==> src/serdes_pll_pkg.sv <==
/*
 * constants shared by the serdes pll control block: register indices,
 * field positions, reset values, interrupt layout and timing.
 * assumes a 32-bit axi4-lite register bus with 8-bit registers in the low lane.
 */
package serdes_pll_pkg;

    localparam int unsigned ADDR_W = 12;

    // register indices; byte address is four times the index
    localparam logic [9:0] IDX_EQ_BIAS   = 10'h268;
    localparam logic [9:0] IDX_SYNTH_EN  = 10'h280;
    localparam logic [9:0] IDX_PLL_FLAGS = 10'h281;
    localparam logic [9:0] IDX_PREDIV    = 10'h289;
    localparam logic [9:0] IDX_IRQ_STAT  = 10'h290;
    localparam logic [9:0] IDX_IRQ_MASK  = 10'h291;

    localparam logic [7:0] RST_EQ_BIAS  = 8'h44;
    localparam logic [7:0] RST_SYNTH_EN = 8'h00;
    localparam logic [1:0] RST_PREDIV   = 2'h0;
    localparam logic [3:0] RST_IRQ_MASK = 4'h0;

    localparam int unsigned EQ_PWR_LSB      = 6;
    localparam int unsigned BIT_ENABLE      = 0;
    localparam int unsigned BIT_RESV1       = 1;
    localparam int unsigned BIT_RECAL       = 2;
    localparam int unsigned FLG_LOCK        = 0;
    localparam int unsigned FLG_CAL_VALID   = 3;
    localparam int unsigned FLG_BELOW       = 4;
    localparam int unsigned FLG_ABOVE       = 5;

    // interrupt status and mask layout
    localparam int unsigned IRQ_N           = 4;
    localparam int unsigned IRQ_LOCK_GAINED = 0;
    localparam int unsigned IRQ_LOCK_LOST   = 1;
    localparam int unsigned IRQ_CAL_DONE    = 2;
    localparam int unsigned IRQ_RANGE_FAULT = 3;

    // predivider codes and ratios
    localparam logic [1:0] PREDIV_BY4  = 2'h0;
    localparam logic [1:0] PREDIV_BY2  = 2'h1;
    localparam logic [1:0] PREDIV_LOW  = 2'h2;
    localparam int unsigned RATIO_BY4  = 4;
    localparam int unsigned RATIO_BY2  = 2;
    localparam int unsigned RATIO_LOW  = 1;

    // power-up settling of the pll currents before calibration starts
    localparam int unsigned CLK_MHZ        = 250;
    localparam int unsigned PWRUP_TIME_NS  = 1000;
    localparam int unsigned PWRUP_CYCLES   = (PWRUP_TIME_NS * CLK_MHZ + 999) / 1000;

    localparam logic [1:0] RESP_OKAY   = 2'h0;
    localparam logic [1:0] RESP_SLVERR = 2'h2;

    typedef enum logic [1:0] {
        ST_OFF,
        ST_POWERUP,
        ST_CALIBRATE,
        ST_RUN
    } pll_state_t;

endpackage

==> src/sticky_flag.sv <==
/*
 * row of sticky event bits, cleared by a clear mask that may hold any number of ones.
 * assumes set and clear are single-cycle qualified pulses in the clk_sys domain.
 */
module sticky_flag #(
    parameter int unsigned W = 4
) (
    input  wire logic         clk_sys,
    input  wire logic         resetn,
    input  wire logic [W-1:0] setPulse,
    input  wire logic [W-1:0] clrMask,
    output logic      [W-1:0] flags_ff
);

    // a set in the clearing cycle survives
    wire logic [W-1:0] nxt_flags = (flags_ff & ~clrMask) | setPulse;

    always_ff @(posedge clk_sys or negedge resetn)
    begin
        if (!resetn)
            flags_ff <= '0;
        else
            flags_ff <= nxt_flags;
    end

endmodule

==> src/ref_predivider.sv <==
/*
 * reference predivider: passes one of every n reference ticks on to the
 * phase frequency detector tick.
 * assumes refTick is a one-cycle pulse synchronous to clk_sys.
 */
module ref_predivider
    import serdes_pll_pkg::*;
#(
    parameter int unsigned RATIO_A = RATIO_BY4,
    parameter int unsigned RATIO_B = RATIO_BY2,
    parameter int unsigned RATIO_C = RATIO_LOW
) (
    input  wire logic       clk_sys,
    input  wire logic       resetn,
    input  wire logic       refTick,
    input  wire logic [1:0] divSelect,
    output logic            pfdTick_ff
);

    logic [2:0] count_ff;
    logic [1:0] selSeen_ff;
    logic [2:0] ratioM1;

    // reserved code 11 falls back to the widest ratio
    always_comb
    begin
        unique case (divSelect)
            PREDIV_BY2: ratioM1 = 3'(RATIO_B - 1);
            PREDIV_LOW: ratioM1 = 3'(RATIO_C - 1);
            default:    ratioM1 = 3'(RATIO_A - 1);
        endcase
    end

    wire logic selChanged = (selSeen_ff != divSelect);
    wire logic wrap       = refTick && (count_ff >= ratioM1);

    always_ff @(posedge clk_sys or negedge resetn)
    begin
        if (!resetn)
        begin
            count_ff   <= '0;
            selSeen_ff <= RST_PREDIV;
            pfdTick_ff <= 1'b0;
        end
        else
        begin
            selSeen_ff <= divSelect;
            pfdTick_ff <= wrap && !selChanged;
            if (selChanged || wrap)
                count_ff <= '0;
            else if (refTick)
                count_ff <= count_ff + 3'h1;
        end
    end

endmodule

==> src/serdes_pll_control_status.sv <==
/*
 * register-side control and status of the receive serdes pll: enable and
 * calibration sequencing, recalibration on request, reference predivider,
 * live status flags, equalizer power setting, event interrupt.
 * assumes the analog pll reports calibration done, validity, lock and
 * charge pump range as levels synchronous to clk_sys.
 */
// Design decision made here: the AXI4-Lite slave port.
// How it works
// (RQ1) recalibrate request rising edge reruns calibration
// (RQ2) software drops request before raising it again
// (RQ3) enable powers up currents, then calibrates
// (RQ4) software checks reference and dividers before enabling
// (RQ5) flag shows charge pump above range
// (RQ6) flag shows charge pump below range
// (RQ7) calibration valid bit reads finished valid result
// (RQ8) lock bit follows synthesizer lock
// (RQ9) predivider divides reference before phase detector
// (RQ10) software keeps divided reference within limits
// (RQ11) code 00 divides reference by four
// (RQ12) code 01 divides reference by two
// (RQ13) code 10 selects lowest lane rate ratio
// (RQ14) equalizer power setting field, resets to one
// (RQ15) lock and valid read zero while disabled
module serdes_pll_control_status
    import serdes_pll_pkg::*;
#(
    parameter int unsigned LOW_RATE_RATIO = RATIO_LOW
) (
    input  wire logic                      clk_sys,
    input  wire logic                      resetn,
    // axi4-lite slave
    input  wire logic [serdes_pll_pkg::ADDR_W-1:0] s_axi_awaddr,
    input  wire logic                      s_axi_awvalid,
    output logic                           s_axi_awready,
    input  wire logic [31:0]               s_axi_wdata,
    input  wire logic [3:0]                s_axi_wstrb,
    input  wire logic                      s_axi_wvalid,
    output logic                           s_axi_wready,
    output logic [1:0]                     s_axi_bresp,
    output logic                           s_axi_bvalid,
    input  wire logic                      s_axi_bready,
    input  wire logic [serdes_pll_pkg::ADDR_W-1:0] s_axi_araddr,
    input  wire logic                      s_axi_arvalid,
    output logic                           s_axi_arready,
    output logic [31:0]                    s_axi_rdata,
    output logic [1:0]                     s_axi_rresp,
    output logic                           s_axi_rvalid,
    input  wire logic                      s_axi_rready,
    // analog pll side
    input  wire logic                      refTick,
    input  wire logic                      pllCalDone,
    input  wire logic                      pumpCalValidIn,
    input  wire logic                      synthLockedIn,
    input  wire logic                      pumpAboveIn,
    input  wire logic                      pumpBelowIn,
    output logic                           pllPowerEnable,
    output logic                           pllCalStart,
    output logic                           pfdTick,
    output logic [1:0]                     referencePredivideSelect,
    output logic [1:0]                     equalizerPowerSetting,
    output logic                           irq
);

    localparam logic [7:0] PWRUP_LAST = 8'(PWRUP_CYCLES - 1);

    // ---------------- bus write path ----------------
    logic                awHeld_ff;
    logic                wHeld_ff;
    logic [ADDR_W-1:0]   awAddr_ff;
    logic [7:0]          wData_ff;
    logic                wLane_ff;
    logic                bvalid_ff;
    logic [1:0]          bresp_ff;

    assign s_axi_awready = !awHeld_ff && !bvalid_ff;
    assign s_axi_wready  = !wHeld_ff && !bvalid_ff;

    wire logic awTake   = s_axi_awvalid && s_axi_awready;
    wire logic wTake    = s_axi_wvalid && s_axi_wready;
    wire logic wrFire   = awHeld_ff && wHeld_ff && !bvalid_ff;
    wire logic [9:0] wrIdx = awAddr_ff[ADDR_W-1:2];

    wire logic hitEqW    = (wrIdx == IDX_EQ_BIAS);
    wire logic hitSynW   = (wrIdx == IDX_SYNTH_EN);
    wire logic hitFlagW  = (wrIdx == IDX_PLL_FLAGS);
    wire logic hitDivW   = (wrIdx == IDX_PREDIV);
    wire logic hitStatW  = (wrIdx == IDX_IRQ_STAT);
    wire logic hitMaskW  = (wrIdx == IDX_IRQ_MASK);
    wire logic wrMapped  = hitEqW || hitSynW || hitFlagW || hitDivW || hitStatW || hitMaskW;
    // writes to the read-only flag register are accepted and dropped
    wire logic wrStore   = wrFire && wLane_ff;

    always_ff @(posedge clk_sys or negedge resetn)
    begin
        if (!resetn)
        begin
            awHeld_ff <= 1'b0;
            awAddr_ff <= '0;
        end
        else if (awTake)
        begin
            awHeld_ff <= 1'b1;
            awAddr_ff <= s_axi_awaddr;
        end
        else if (wrFire)
            awHeld_ff <= 1'b0;
    end

    always_ff @(posedge clk_sys or negedge resetn)
    begin
        if (!resetn)
        begin
            wHeld_ff <= 1'b0;
            wData_ff <= '0;
            wLane_ff <= 1'b0;
        end
        else if (wTake)
        begin
            wHeld_ff <= 1'b1;
            wData_ff <= s_axi_wdata[7:0];
            wLane_ff <= s_axi_wstrb[0];
        end
        else if (wrFire)
            wHeld_ff <= 1'b0;
    end

    always_ff @(posedge clk_sys or negedge resetn)
    begin
        if (!resetn)
        begin
            bvalid_ff <= 1'b0;
            bresp_ff  <= RESP_OKAY;
        end
        else if (wrFire)
        begin
            bvalid_ff <= 1'b1;
            bresp_ff  <= wrMapped ? RESP_OKAY : RESP_SLVERR;
        end
        else if (s_axi_bready)
            bvalid_ff <= 1'b0;
    end

    assign s_axi_bvalid = bvalid_ff;
    assign s_axi_bresp  = bresp_ff;

    // ---------------- control registers ----------------
    logic [7:0]       eqBias_ff;
    logic [2:0]       synthCtl_ff;
    logic [1:0]       prediv_ff;
    logic [IRQ_N-1:0] irqMask_ff;

    always_ff @(posedge clk_sys or negedge resetn)
    begin
        if (!resetn)
        begin
            eqBias_ff   <= RST_EQ_BIAS;    // [RQ14]
            synthCtl_ff <= RST_SYNTH_EN[2:0];
            prediv_ff   <= RST_PREDIV;
            irqMask_ff  <= RST_IRQ_MASK;
        end
        else if (wrStore)
        begin
            if (hitEqW)
                eqBias_ff <= wData_ff;     // [RQ14]
            if (hitSynW)
                synthCtl_ff <= wData_ff[2:0];
            if (hitDivW)
                prediv_ff <= wData_ff[1:0];
            if (hitMaskW)
                irqMask_ff <= wData_ff[IRQ_N-1:0];
        end
    end

    wire logic enableBit = synthCtl_ff[BIT_ENABLE];
    wire logic recalBit  = synthCtl_ff[BIT_RECAL];

    // ---------------- calibration sequencer ----------------
    pll_state_t state_ff;
    pll_state_t nxt_state;
    logic [7:0] settle_ff;
    logic       recalSeen_ff;
    logic       calStart_ff;

    // only a 0 to 1 change of the stored bit asks again; holding it high does nothing
    wire logic recalRise = recalBit && !recalSeen_ff;   // [RQ1] [RQ2]
    wire logic settled   = (settle_ff == PWRUP_LAST);
    wire logic calFinish = (state_ff == ST_CALIBRATE) && pllCalDone && !calStart_ff;

    always_comb
    begin
        nxt_state = state_ff;
        unique case (state_ff)
            ST_OFF:
                if (enableBit)
                    nxt_state = ST_POWERUP;                 // [RQ3]
            ST_POWERUP:
                if (settled)
                    nxt_state = ST_CALIBRATE;               // [RQ3]
            ST_CALIBRATE:
                if (calFinish)
                    nxt_state = ST_RUN;
            ST_RUN:
                if (recalRise)
                    nxt_state = ST_CALIBRATE;               // [RQ1]
        endcase
        if (!enableBit)
            nxt_state = ST_OFF;
    end

    // a recalibration request during calibration restarts it
    wire logic startCal = enableBit &&
                          ((state_ff == ST_POWERUP && settled) ||
                           (state_ff != ST_OFF && state_ff != ST_POWERUP && recalRise));

    always_ff @(posedge clk_sys or negedge resetn)
    begin
        if (!resetn)
        begin
            state_ff     <= ST_OFF;
            settle_ff    <= '0;
            recalSeen_ff <= 1'b0;
            calStart_ff  <= 1'b0;
        end
        else
        begin
            state_ff     <= nxt_state;
            recalSeen_ff <= recalBit;
            calStart_ff  <= startCal;                        // [RQ1] [RQ3]
            if (state_ff == ST_POWERUP && !settled)
                settle_ff <= settle_ff + 8'h1;
            else if (state_ff != ST_POWERUP)
                settle_ff <= '0;
        end
    end

    assign pllPowerEnable = (state_ff != ST_OFF);            // [RQ3]
    assign pllCalStart    = calStart_ff;

    // ---------------- live status flags ----------------
    wire logic running     = (state_ff == ST_RUN);
    wire logic lockFlag    = enableBit && synthLockedIn;                 // [RQ8] [RQ15]
    wire logic validFlag   = enableBit && running && pumpCalValidIn;     // [RQ7] [RQ15]
    wire logic aboveFlag   = pumpAboveIn;                                // [RQ5]
    wire logic belowFlag   = pumpBelowIn;                                // [RQ6]

    logic [7:0] flags_ff;
    wire logic [7:0] nxt_flags = (8'(aboveFlag) << FLG_ABOVE) | (8'(belowFlag) << FLG_BELOW) |
                                 (8'(validFlag) << FLG_CAL_VALID) | (8'(lockFlag) << FLG_LOCK);

    always_ff @(posedge clk_sys or negedge resetn)
    begin
        if (!resetn)
            flags_ff <= '0;
        else
            flags_ff <= nxt_flags;
    end

    // ---------------- events and interrupt ----------------
    logic [IRQ_N-1:0] irqStat_ff;
    wire logic [IRQ_N-1:0] flagPrev = {flags_ff[FLG_ABOVE] | flags_ff[FLG_BELOW], 1'b0,
                                       flags_ff[FLG_LOCK], flags_ff[FLG_LOCK]};
    wire logic lockNow  = nxt_flags[FLG_LOCK];
    wire logic faultNow = nxt_flags[FLG_ABOVE] | nxt_flags[FLG_BELOW];

    logic [IRQ_N-1:0] evSet;
    always_comb
    begin
        evSet = '0;
        evSet[IRQ_LOCK_GAINED] = lockNow && !flagPrev[IRQ_LOCK_GAINED];
        evSet[IRQ_LOCK_LOST]   = !lockNow && flagPrev[IRQ_LOCK_LOST];
        evSet[IRQ_CAL_DONE]    = calFinish;
        evSet[IRQ_RANGE_FAULT] = faultNow && !flagPrev[IRQ_RANGE_FAULT];
    end

    wire logic [IRQ_N-1:0] evClr = (wrStore && hitStatW) ? wData_ff[IRQ_N-1:0] : '0;

    sticky_flag #(
        .W        (IRQ_N)
    ) u_events (
        .clk_sys  (clk_sys),
        .resetn   (resetn),
        .setPulse (evSet),
        .clrMask  (evClr),
        .flags_ff (irqStat_ff)
    );

    assign irq = |(irqStat_ff & irqMask_ff);

    // ---------------- reference predivider ----------------
    ref_predivider #(
        .RATIO_A    (RATIO_BY4),       // [RQ11]
        .RATIO_B    (RATIO_BY2),       // [RQ12]
        .RATIO_C    (LOW_RATE_RATIO)   // [RQ13]
    ) u_prediv (
        .clk_sys    (clk_sys),
        .resetn     (resetn),
        .refTick    (refTick),
        .divSelect  (prediv_ff),       // [RQ9]
        .pfdTick_ff (pfdTick)
    );

    assign referencePredivideSelect = prediv_ff;                     // [RQ9]
    assign equalizerPowerSetting    = eqBias_ff[EQ_PWR_LSB +: 2];    // [RQ14]

    // ---------------- bus read path ----------------
    logic        rvalid_ff;
    logic [7:0]  rdata_ff;
    logic [1:0]  rresp_ff;

    assign s_axi_arready = !rvalid_ff;
    wire logic arTake = s_axi_arvalid && s_axi_arready;
    wire logic [9:0] rdIdx = s_axi_araddr[ADDR_W-1:2];

    wire logic hitEqR   = (rdIdx == IDX_EQ_BIAS);
    wire logic hitSynR  = (rdIdx == IDX_SYNTH_EN);
    wire logic hitFlagR = (rdIdx == IDX_PLL_FLAGS);
    wire logic hitDivR  = (rdIdx == IDX_PREDIV);
    wire logic hitStatR = (rdIdx == IDX_IRQ_STAT);
    wire logic hitMaskR = (rdIdx == IDX_IRQ_MASK);
    wire logic rdMapped = hitEqR || hitSynR || hitFlagR || hitDivR || hitStatR || hitMaskR;

    wire logic [7:0] rdMux = ({8{hitEqR}}   & eqBias_ff) |
                             ({8{hitSynR}}  & {5'h00, synthCtl_ff}) |
                             ({8{hitFlagR}} & flags_ff) |
                             ({8{hitDivR}}  & {6'h00, prediv_ff}) |
                             ({8{hitStatR}} & {4'h0, irqStat_ff}) |
                             ({8{hitMaskR}} & {4'h0, irqMask_ff});

    always_ff @(posedge clk_sys or negedge resetn)
    begin
        if (!resetn)
        begin
            rvalid_ff <= 1'b0;
            rdata_ff  <= '0;
            rresp_ff  <= RESP_OKAY;
        end
        else if (arTake)
        begin
            rvalid_ff <= 1'b1;
            rdata_ff  <= rdMux;
            rresp_ff  <= rdMapped ? RESP_OKAY : RESP_SLVERR;
        end
        else if (s_axi_rready)
            rvalid_ff <= 1'b0;
    end

    assign s_axi_rvalid = rvalid_ff;
    assign s_axi_rresp  = rresp_ff;
    assign s_axi_rdata  = {24'h000000, rdata_ff};

endmodule

==> config.mk <==
export PLATFORM = sky130hd
export DESIGN_NAME = serdes_pll_control_status
export DESIGN_NICKNAME = d
export VERILOG_FILES = /design/src/serdes_pll_pkg.sv /design/src/sticky_flag.sv /design/src/ref_predivider.sv /design/src/serdes_pll_control_status.sv
export SDC_FILE = /design/constraint.sdc
export NUM_CORES = 1
export LEC_CHECK = 0
export BUFFER_PORTS_ARGS = -buffer_cell sky130_fd_sc_hd__buf_2
export CAP_MARGIN = 10
export CORE_UTILIZATION = 40
export CTS_CLUSTER_DIAMETER = 40
export CTS_CLUSTER_SIZE = 28
export DETAILED_ROUTE_END_ITERATION = 6
export PLACE_DENSITY = 0.7
export SLEW_MARGIN = 10
export SYNTH_ARGS = -nofsm -noshare
export SYNTH_HDL_FRONTEND = slang
export SYNTH_HIERARCHICAL = 1
export SYNTH_SLANG_ARGS = --single-unit
==> constraint.sdc <==
create_clock -name clk_sys -period 3 [get_ports clk_sys]
set_clock_uncertainty 0.05 [all_clocks]
set_input_delay 0.6 -clock clk_sys [delete_from_list [all_inputs] [get_ports clk_sys]]
set_output_delay 0.6 -clock clk_sys [all_outputs]
set_load 0.005 [all_outputs]
* Word level (Yosys, flattened, before mapping)
Cells that the tools add are included.
Storage, ports and cells: input port bits 73, register bits 82, output and inout port bits 49
Cells by class: reduce and logical (&&, ||, !) cells 62, add/sub/neg operators 2, muxes and demuxes 20, bitwise logic cells 20, eq/ne operators 23, magnitude comparators 1
Operators with widths (count):
- $eq A10 B10 Y1 const B | 12
- $or A8 B8 Y8 | 5
- $logic_and A1 B1 Y1 | 25
- $and A8 B4 Y8 | 2
- $mux W8 | 2
- $reduce_bool A2 Y1 | 7
- $logic_or A1 B1 Y1 | 12
- $mux W2 | 6
- $logic_not A1 Y1 | 11
- $ne A3 B3 Y1 const B | 3
- $add A8 B1 Y8 const B | 1
- $and A4 B4 Y4 | 2
- $and A8 B2 Y8 | 1
- $and A8 B3 Y8 | 1
- $and A8 B6 Y8 | 1
- $and A8 B8 Y8 | 1
- $eq A8 B8 Y1 const B | 1
- $pmux W2 S4 | 1
- $reduce_and A2 Y1 | 4
- $mux W1 | 7
- $eq A2 B2 Y1 const B | 3
- $mux W3 | 2
- $or A6 B1 Y6 | 1
- $or A6 B4 Y6 | 1
- other kinds (14) | 16

* Longest topological paths before layout
Gate-level depths: netlist of run 1.
depth after elaboration 8, depth in mapped cells 7, mapped depth without buffers 7

* Modules after synthesis
The synthesis of run 1 kept the hierarchy.
By module, submodules not included:
- serdes_pll_control_status | cells each 276, sequential area each 1654.1 um2, area an instance 3231.8 um2, times used 1
- ref_predivider | cells each 31, sequential area each 150.1 um2, area an instance 339.1 um2, times used 1
- sticky_flag | cells each 12, sequential area each 100.1 um2, area an instance 145.1 um2, times used 1

* Worst setup path after synthesis of run 1
OpenSTA, ideal clock, no wires.
path type input-to-reg, start in s_axi_araddr[3] (netlist name), end reg rresp_ff[1] (netlist: s_axi_rresp[1]), path slack 1.108 ns, library setup time 0.121 ns, stages 4, arrival 1.721 ns, path through or4b_4 or2_4 o21bai_1 a22o_1
On the way: word-level cells in the longest chain between the ends 7, elaborated cells on any way between the ends 12, classes of those cells 6 x eq/ne; 1 x mux; 5 x reduce/logical
RTL lines:
- start, declared | line serdes_pll_control_status.sv:43 | input wire logic [serdes_pll_pkg::ADDR_W-1:0] s_axi_araddr,
- $eq A10 B10 Y1 (on tied branches) | line serdes_pll_control_status.sv:315, serdes_pll_control_status.sv:316
- $logic_or A1 B1 Y1 (4 in a row) | line serdes_pll_control_status.sv:321 | wire logic rdMapped = hitEqR || hitSynR || hitFlagR || hitDivR || hitStatR || hitMaskR;
- $logic_or A1 B1 Y1 * | line serdes_pll_control_status.sv:321
- $mux W2 * | line serdes_pll_control_status.sv:342 | rresp_ff <= rdMapped ? RESP_OKAY : RESP_SLVERR;
- end signal, assigned | line serdes_pll_control_status.sv:342
- end, declared | line serdes_pll_control_status.sv:309 | logic [1:0] rresp_ff;
Every way passes the cells marked *; elsewhere a longest branch is shown, timed or not. A chain may end at the register's enable or synchronous reset.

* Worst setup path after layout of run 1
start reg bvalid_ff (netlist: s_axi_bvalid), end reg eqBias_ff[7]
On the way: word-level cells in the longest chain between the ends 4
RTL lines:
- start, declared | line serdes_pll_control_status.sv:73 | logic bvalid_ff;
- start signal, assigned | line serdes_pll_control_status.sv:132 | bvalid_ff <= 1'b0;
- start signal, assigned | line serdes_pll_control_status.sv:137 | bvalid_ff <= 1'b1;
- start signal, assigned | line serdes_pll_control_status.sv:141 | bvalid_ff <= 1'b0;
- $logic_not A1 Y1 | line serdes_pll_control_status.sv:81 | wire logic wrFire = awHeld_ff && wHeld_ff && !bvalid_ff;
- $logic_and A1 B1 Y1 | line serdes_pll_control_status.sv:81
- $logic_and A1 B1 Y1 | line serdes_pll_control_status.sv:92 | wire logic wrStore = wrFire && wLane_ff;
- $reduce_and A2 Y1 (no source line)
- end signal, assigned | line serdes_pll_control_status.sv:165 | eqBias_ff <= wData_ff;
- end, declared | line serdes_pll_control_status.sv:148 | logic [7:0] eqBias_ff;
Every way passes these cells.

==> flow_metrics.env, run 1 <==
export IMPL_critPathMaxStageDelay_ns=0.48
export IMPL_track_usage_pct=15.53
export IMPL_io_pins=122
export IMPL_drt_pre_antenna_iters=6
export IMPL_finalCritPeriodShare_pct=66.01
export IMPL_routed_wl_mm=6.645
export IMPL_cts_inserted_buffers=9
export IMPL_layout_drive_gt1_share_pct=35.05
export IMPL_cp_buffers_inverters=0
export IMPL_setup_viol=0
export IMPL_clkTransAtPathRegs_ns=0.08
export IMPL_startpoint_type="flip-flop"
export IMPL_slew_violations=0
export IMPL_clock_sinks=76
export IMPL_grt_max_degree=36
export IMPL_fmax_mhz=505.0
export IMPL_antenna_cells=0
export IMPL_path_cells="nand3b_4, nor4_4, and3_1, mux2_2"
export IMPL_synth_main_ff_cell="dfrtp_1"
export IMPL_synth_top_area_cell="dfrtp_1"
export IMPL_die_area_um2=9680
export IMPL_clk_latency_ns=0.34
export IMPL_synth_warning_count=6
export IMPL_status="finished clean"
export IMPL_cts_root_buf="clkbuf_8"
export IMPL_crit_family="simple AND/OR/NAND/NOR gates"
export IMPL_post_drt_wl_per_cell_um=13.40
export IMPL_portBuffers=64
export IMPL_antenna_found_initial=0
export IMPL_grt_pass1_vias=2582
export IMPL_hold_class="input pin to async pin"
export IMPL_drtIter0Drc=141
export IMPL_worstSetupPathType="flip-flop to flip-flop"
export IMPL_grt_setup_unrepaired="no"
export IMPL_die_width_um=98.39
export IMPL_ys_types=57
export IMPL_synthCells=319
export IMPL_placeableCoreArea_um2=8848
export IMPL_vias_per_cell=5.008
export IMPL_drv_cap=0
export IMPL_p_leak_uw=0.002138
export IMPL_reg2reg_slack_ns=1.02
export IMPL_power_density_nw_per_um2=671.6
export IMPL_finalWeightedCongestion=0.8109
export IMPL_ant_nets=0
export IMPL_async_reset_ff_share_pct=100.0
export IMPL_overflow=0
export IMPL_dp_hpwl_mm=5.018
export IMPL_die_h_um=98.39
export IMPL_synth_area_um2=3716
export IMPL_period_needed_ns=1.980
export IMPL_crit_path_top_delay_cell="and3_1"
export IMPL_critPathRequiredTime_ns=3.18
export IMPL_grt_pass1_wl_mm=11.86
export IMPL_post_cts_resized=0
export IMPL_nets=462
export IMPL_utilization_pct=48.01
export IMPL_finalHoldViolations=0
export IMPL_synth_edf_count=0
export IMPL_syn_avg_cell_area_um2=11.65
export IMPL_worst_pin_slew_ns=0.6784
export IMPL_floorplan_initialDensity_pct=42.00
export IMPL_areaGrowthSynthToFinish_pct=14.31
export IMPL_worst_setup_path_end_kind="flip-flop"
export IMPL_ctsHtreeMaxLevel=3
export IMPL_ys_seq_area_share_pct=51.25
export IMPL_dpl_cell_area_um2=4024
export IMPL_num_rows=34
export IMPL_yosysTopAreaCellShare_pct=49.83
export IMPL_synth_area_leaders="dfrtp_1 50%, mux2_2 11%, buf_4 5.9%"
export IMPL_clk_path_buf_depth=2
export IMPL_maxSlewHeadroom_pct=54.78
export IMPL_peakVddDrop_v=0.0005146
export IMPL_drc=0
export IMPL_worstPathArrival_ns=2.16
export IMPL_cts_tree="yes"
export IMPL_ys_ff_latch=76
export IMPL_postLayoutCellArea_um2=4248
export IMPL_vias=2484
export IMPL_setup_tns_ns=0
export IMPL_hold_buffers=0
export IMPL_path_max_fanout=8
export IMPL_post_cts_buffers=0
path summary, 6_finish.rpt:
path                            depth (start not counted)            from            to
worst min-delay path                                    1          resetn   wData_ff[7]
worst max register to register                          4    s_axi_bvalid  eqBias_ff[7]
max in group asynchronous                               2          resetn  eqBias_ff[2]
worst max-delay path                                    4    s_axi_bvalid  eqBias_ff[7]
worst min register to register                          0  synthCtl_ff[2]  recalSeen_ff
min in group clk_sys                                    1     pumpAboveIn   flags_ff[5]
cell usage in the layout, fill, tap and decap left out, types with 5 or more instances in the layout:
cell	n
ha_1	6
a22oi_1	6
a21o_1	7
nand2b_1	8
mux2_2	37
dfrtp_1	74
o21ai_0	7
nor2_1	14
nand3_1	5
clkbuf_8	9
inv_1	15
a21oi_1	6
conb_1	26
and3_1	6
and2_1	6
nor3_1	8
buf_2	64
nand2_1	15
logic make-up (layout without fill, tap and decap cells):
family | Yosys count | after routing | share of synthesized area [%]
flip-flops | 76 | 76 | 51.25
XOR/XNOR | 6 | 6 | 1.414
other | 1 | 26 | 0.1009
AO/OA/AOI/OAI | 47 | 47 | 9.023
multiplexers | 40 | 40 | 12.36
buffers and inverters | 54 | 98 | 8.518
adder cells (fa/ha/maj) | 6 | 6 | 2.020
AND/OR/NAND/NOR | 89 | 89 | 15.32
power breakdown:
part,switching [uW],internal [uW]
Clock,392,474
Sequential,202,1220
Combinational,249,313
Total,843,2010
per-layer routing:
layer / up-vias / global-route usage, % / share of wire (%)
met5: - / 0 / 0
met4: 0 / 7.003 / 1.9
met3: 13 / 3.293 / 4.2
met2: 69 / 26.06 / 51
met1: 1200 / 19.32 / 43
li1: 1202 / - / -
Yosys cell counts, drive strengths merged (7+ instances only):
master   n
inv     16
a21o     7
dfrtp   74
nand2   15
mux2    37
nor2    15
nor3     9
nand2b   8
o21ai    8
buf     32
final cells by class:
| class | count | area [um2] |
|---|---|---|
| Fill cell | 814 | 4601 |
| Inverter | 16 | 60.06 |
| Clock inverter | 7 | 100.1 |
| Multi-Input combinational cell | 214 | 1589 |
| Sequential cell | 76 | 1904 |
| Timing Repair Buffer | 66 | 335.3 |
| Tap cell | 108 | 135.1 |
| Clock buffer | 9 | 123.9 |
sequential cells by signal, indices dropped and copies added, names as in the netlist, 2 cells and up:
name                      flops
awAddr_ff                    10
eqBias_ff                     8
rdata_ff                      8
settle_ff                     8
wData_ff                      8
flags_ff                      4
irqMask_ff                    4
u_events/flags_ff             4
synthCtl_ff                   3
u_prediv/count_ff             3
referencePredivideSelect      2
state_ff                      2
u_prediv/selSeen_ff           2
through the flow:
stage	power, uW	hold WS (ns)	setup WS, ns	instances
final	2853	0.1707	1.020	496
after global routing	3035	0.1913	0.9067	496
after CTS	2890	0.1724	0.9997	496
after detailed placement	2016	0.3959	0.8884	480
after global placement	1979	0.3893	0.9161	480
after floorplan	1846	0.2544	1.108	344
No activity file was read; power rests on OpenSTA's default activity.
==> run 2: changes to the inputs <==
--- a/config.mk
+++ b/config.mk
@@ -5,13 +5,14 @@
 export SDC_FILE = /design/constraint.sdc
 export NUM_CORES = 1
 export LEC_CHECK = 0
+export ABC_AREA = 1
 export BUFFER_PORTS_ARGS = -buffer_cell sky130_fd_sc_hd__buf_2
 export CAP_MARGIN = 10
 export CORE_UTILIZATION = 40
 export CTS_CLUSTER_DIAMETER = 40
 export CTS_CLUSTER_SIZE = 28
 export DETAILED_ROUTE_END_ITERATION = 6
-export PLACE_DENSITY = 0.7
+export PLACE_DENSITY = 0.69
 export SLEW_MARGIN = 10
 export SYNTH_ARGS = -nofsm -noshare
 export SYNTH_HDL_FRONTEND = slang
==> constraint.sdc (replaced) <==
create_clock -name clk_sys -period 1.9 [get_ports clk_sys]
set_clock_uncertainty 0.05 [all_clocks]
set_input_delay 0.38 -clock clk_sys [delete_from_list [all_inputs] [get_ports clk_sys]]
set_output_delay 0.38 -clock clk_sys [all_outputs]
set_load 0.005 [all_outputs]
==> flow_metrics.env, run 2 <==
export IMPL_status="finished with violations"
export IMPL_violations="hold timing"
export IMPL_grt_pass1_vias=2968
export IMPL_regToRegEndpoint="u_prediv/count_ff[1]"
export IMPL_drt_pre_antenna_iters=5
export IMPL_top_layer_used="met4"
export IMPL_crit_family="adder cells"
export IMPL_portBuffers=64
export IMPL_synth_area_um2=3874
export IMPL_setup_worst_path_end="u_prediv/count_ff[1]"
export IMPL_post_cts_buffers=0
export IMPL_slew_violations=0
export IMPL_worstPathArrival_ns=1.90
export IMPL_fillers=930
export IMPL_post_cts_resized=0
export IMPL_nets=613
export IMPL_largest_reg_flops=10
export IMPL_drtIter0Drc=205
export IMPL_antenna_found_initial=0
export IMPL_clkTransAtPathRegs_ns=0.08
export IMPL_dp_hpwl_mm=5.731
export IMPL_layout_drive_gt1_share_pct=21.34
export IMPL_synth_edf_count=0
export IMPL_critPathRequiredTime_ns=2.14
export IMPL_seqPwrFrac_pct=46.0
export IMPL_cts_root_buf="clkbuf_8"
export IMPL_setup_viol=0
export IMPL_syn_avg_cell_area_um2=8.367
export IMPL_met1Wirelength_mm=3.740
export IMPL_mostFrequentLayoutCell="nand2_1"
export IMPL_routed_wl_mm=7.845
export IMPL_met2_wirelength_mm=3.575
export IMPL_fmax_mhz=604.1
export IMPL_crit_path_start="referencePredivideSelect[0]"
export IMPL_track_usage_pct=16.95
export IMPL_grt_pass1_wl_mm=13.39
export IMPL_critPathMaxStageDelay_ns=0.47
export IMPL_vias=3106
export IMPL_antenna_cells=0
export IMPL_ctsHtreeMaxLevel=3
export IMPL_path_max_fanout=6
export IMPL_finalCritPeriodShare_pct=87.13
export IMPL_grt_max_degree=77
export IMPL_finalHoldViolations=4
export IMPL_areaGrowthSynthToFinish_pct=15.86
export IMPL_power_clock_fraction_pct=32.1
export IMPL_r2r_start="referencePredivideSelect[0]"
export IMPL_hold_buffers=0
export IMPL_reg2reg_depth=7
export IMPL_cpMostUsedCell="ha_1"
export IMPL_floorplan_initialDensity_pct=41.53
export IMPL_power_density_nw_per_um2=1035
export IMPL_async_reset_ff_share_pct=100.0
export IMPL_clk_latency_ns=0.35
export IMPL_clock_sinks=76
export IMPL_combPwrFrac_pct=21.8
export IMPL_drc=0
export IMPL_largest_register="awAddr_ff"
export IMPL_p_leak_uw=0.002322
export IMPL_cts_inserted_buffers=9
export IMPL_place_worst_setup_slack_ns=0.2382
export IMPL_switching_share_pct=30.74
export IMPL_cp_depth=7
export IMPL_num_rows=35
export IMPL_worstSetupPathType="flip-flop to flip-flop"
export IMPL_worst_pin_slew_ns=0.5242
export IMPL_ys_ff_latch=76
export IMPL_io_pins=122
export IMPL_synth_warning_count=6
export IMPL_maxSlewHeadroom_pct=64.97
export IMPL_die_h_um=100.4
export IMPL_startpoint_type="flip-flop"
export IMPL_post_drt_wl_per_cell_um=11.74
export IMPL_intPower_uw=3218
export IMPL_worst_setup_path_end_kind="flip-flop"
export IMPL_worst_slack_ns=0.2446
export IMPL_overflow=0
export IMPL_vias_per_cell=4.650
export IMPL_ant_nets=0
export IMPL_synth_main_ff_cell="dfrtp_1"
export IMPL_ys_types=38
export IMPL_synthCells=463
export IMPL_cts_tree="yes"
export IMPL_placeableCoreArea_um2=9328
export IMPL_period_needed_ns=1.655
export IMPL_p_switching_uw=1428
export IMPL_cp_buffers_inverters=2
export IMPL_die_width_um=100.4
export IMPL_synth_most_common_cell="nand2_1"
export IMPL_die_area_um2=10080
export IMPL_grt_setup_unrepaired="no"
export IMPL_reg2reg_slack_ns=0.24
export IMPL_mostFrequentLayoutCells="96 x nand2_1, 74 x dfrtp_1, 64 x buf_2, 60 x inv_1, 60 x nor2_1"
export IMPL_path_cells="inv_2, ha_1, inv_1, ha_1, a21oi_2, nand4_1, nand2_1"
export IMPL_wl_met3_um=372
export IMPL_ys_top_cells_by_count="96 x nand2_1, 74 x dfrtp_1, 60 x inv_1, 60 x nor2_1, 33 x nand3_1"
export IMPL_synth_area_leaders="dfrtp_1 48%, nand2_1 9.3%, inv_1 5.8%"
export IMPL_drv_cap=0
export IMPL_hold_class="input pin to async pin"
export IMPL_finalWeightedCongestion=0.7956
export IMPL_setup_tns_ns=0
export IMPL_yosysTopAreaCellShare_pct=47.80
export IMPL_clk_path_buf_depth=2
export IMPL_synth_top_area_cell="dfrtp_1"
export IMPL_crit_path_top_delay_cell="dfrtp_1"
export IMPL_holdWs_ns=-0.006270
export IMPL_peakVddDrop_v=0.0006284
export IMPL_ys_seq_area_share_pct=49.16
[run 2: cell count changes after synthesis, moves of 6 or more]
cell	previous run	this run
a21oi_1	6	24
nor2_1	14	60
mux2_2	37	9
a22oi_1	6	0
nand4_1	1	9
nand3_1	5	33
a21o_1	7	0
and3_1	6	0
nand2_1	15	96
nand2b_1	8	0
inv_1	15	60
and2_1	6	0
nor3_1	8	2
[run 2: per-stage QoR]
| stage | hold WS, ns | utilization (%) | std cells | area (um2) | power (uW) |
|---|---|---|---|---|---|
| floorplan | 0.03441 | - | 488 | 3968 | 2873 |
| global placement | 0.3934 | 45.54 | 652 | 4248 | 3125 |
| detailed placement | 0.3968 | 45.54 | 652 | 4248 | 3199 |
| CTS | 0.01603 | 48.12 | 668 | 4488 | 4684 |
| global route | 0.02949 | 48.12 | 668 | 4488 | 4935 |
| finish | -0.006270 | 48.12 | 668 | 4488 | 4646 |
[run 2: final cells by class]
cell class                      count  area [um2]  area share (%)
Timing Repair Buffer               67       355.3           7.917
Inverter                           63       236.5           5.269
Clock buffer                       10       127.6           2.844
Sequential cell                    76        1904           42.43
Multi-Input combinational cell    317        1590           35.43
Clock inverter                      6       112.6           2.509
Tap cell                          129       161.4           3.596
[run 2: power groups by stage]
| stage | Clock (uW) | Sequential (uW) | Combinational, uW |
|---|---|---|---|
| floorplan | 0 | 2130 | 744 |
| global placement | 0 | 2150 | 977 |
| detailed placement | 0 | 2170 | 1030 |
| CTS | 1510 | 2140 | 1030 |
| global route | 1570 | 2180 | 1180 |
| finish | 1490 | 2140 | 1010 |
[run 2: worst reg2reg max path: stages (launching register included)]
cell	delay (ns)
dfrtp_1	0.47
inv_2	0.07
ha_1	0.28
inv_1	0.04
ha_1	0.27
a21oi_2	0.23
nand4_1	0.12
nand2_1	0.08
[run 2: worst min-delay path by stage]
stage	cells past startpoint	to
3_3_place_gp	2	s_axi_bvalid
6_report	2	wLane_ff
5_1_grt	2	s_axi_bvalid
3_5_place_dp	2	s_axi_bvalid
2_1_floorplan	0	awAddr_ff[10]
4_1_cts	2	eqBias_ff[7]
[run 2: routing by layer]
metal | vias up | track usage (%)
met5 | - | 0
met4 | 0 | 7.915
met3 | 11 | 2.855
met2 | 103 | 26.66
met1 | 1424 | 22.90
li1 | 1568 | -
[run 2: logic make-up after synthesis]
| kind of cell | synth area share [%] |
|---|---|
| muxes | 2.616 |
| DFF | 49.16 |
| buffers and inverters | 12.21 |
| and+or+nand+nor | 26.23 |
| AOI/OAI and AO/OA | 6.848 |
| other | 0.09681 |
| adders and majority gates | 1.938 |
| xor gates and xnor gates | 0.9046 |
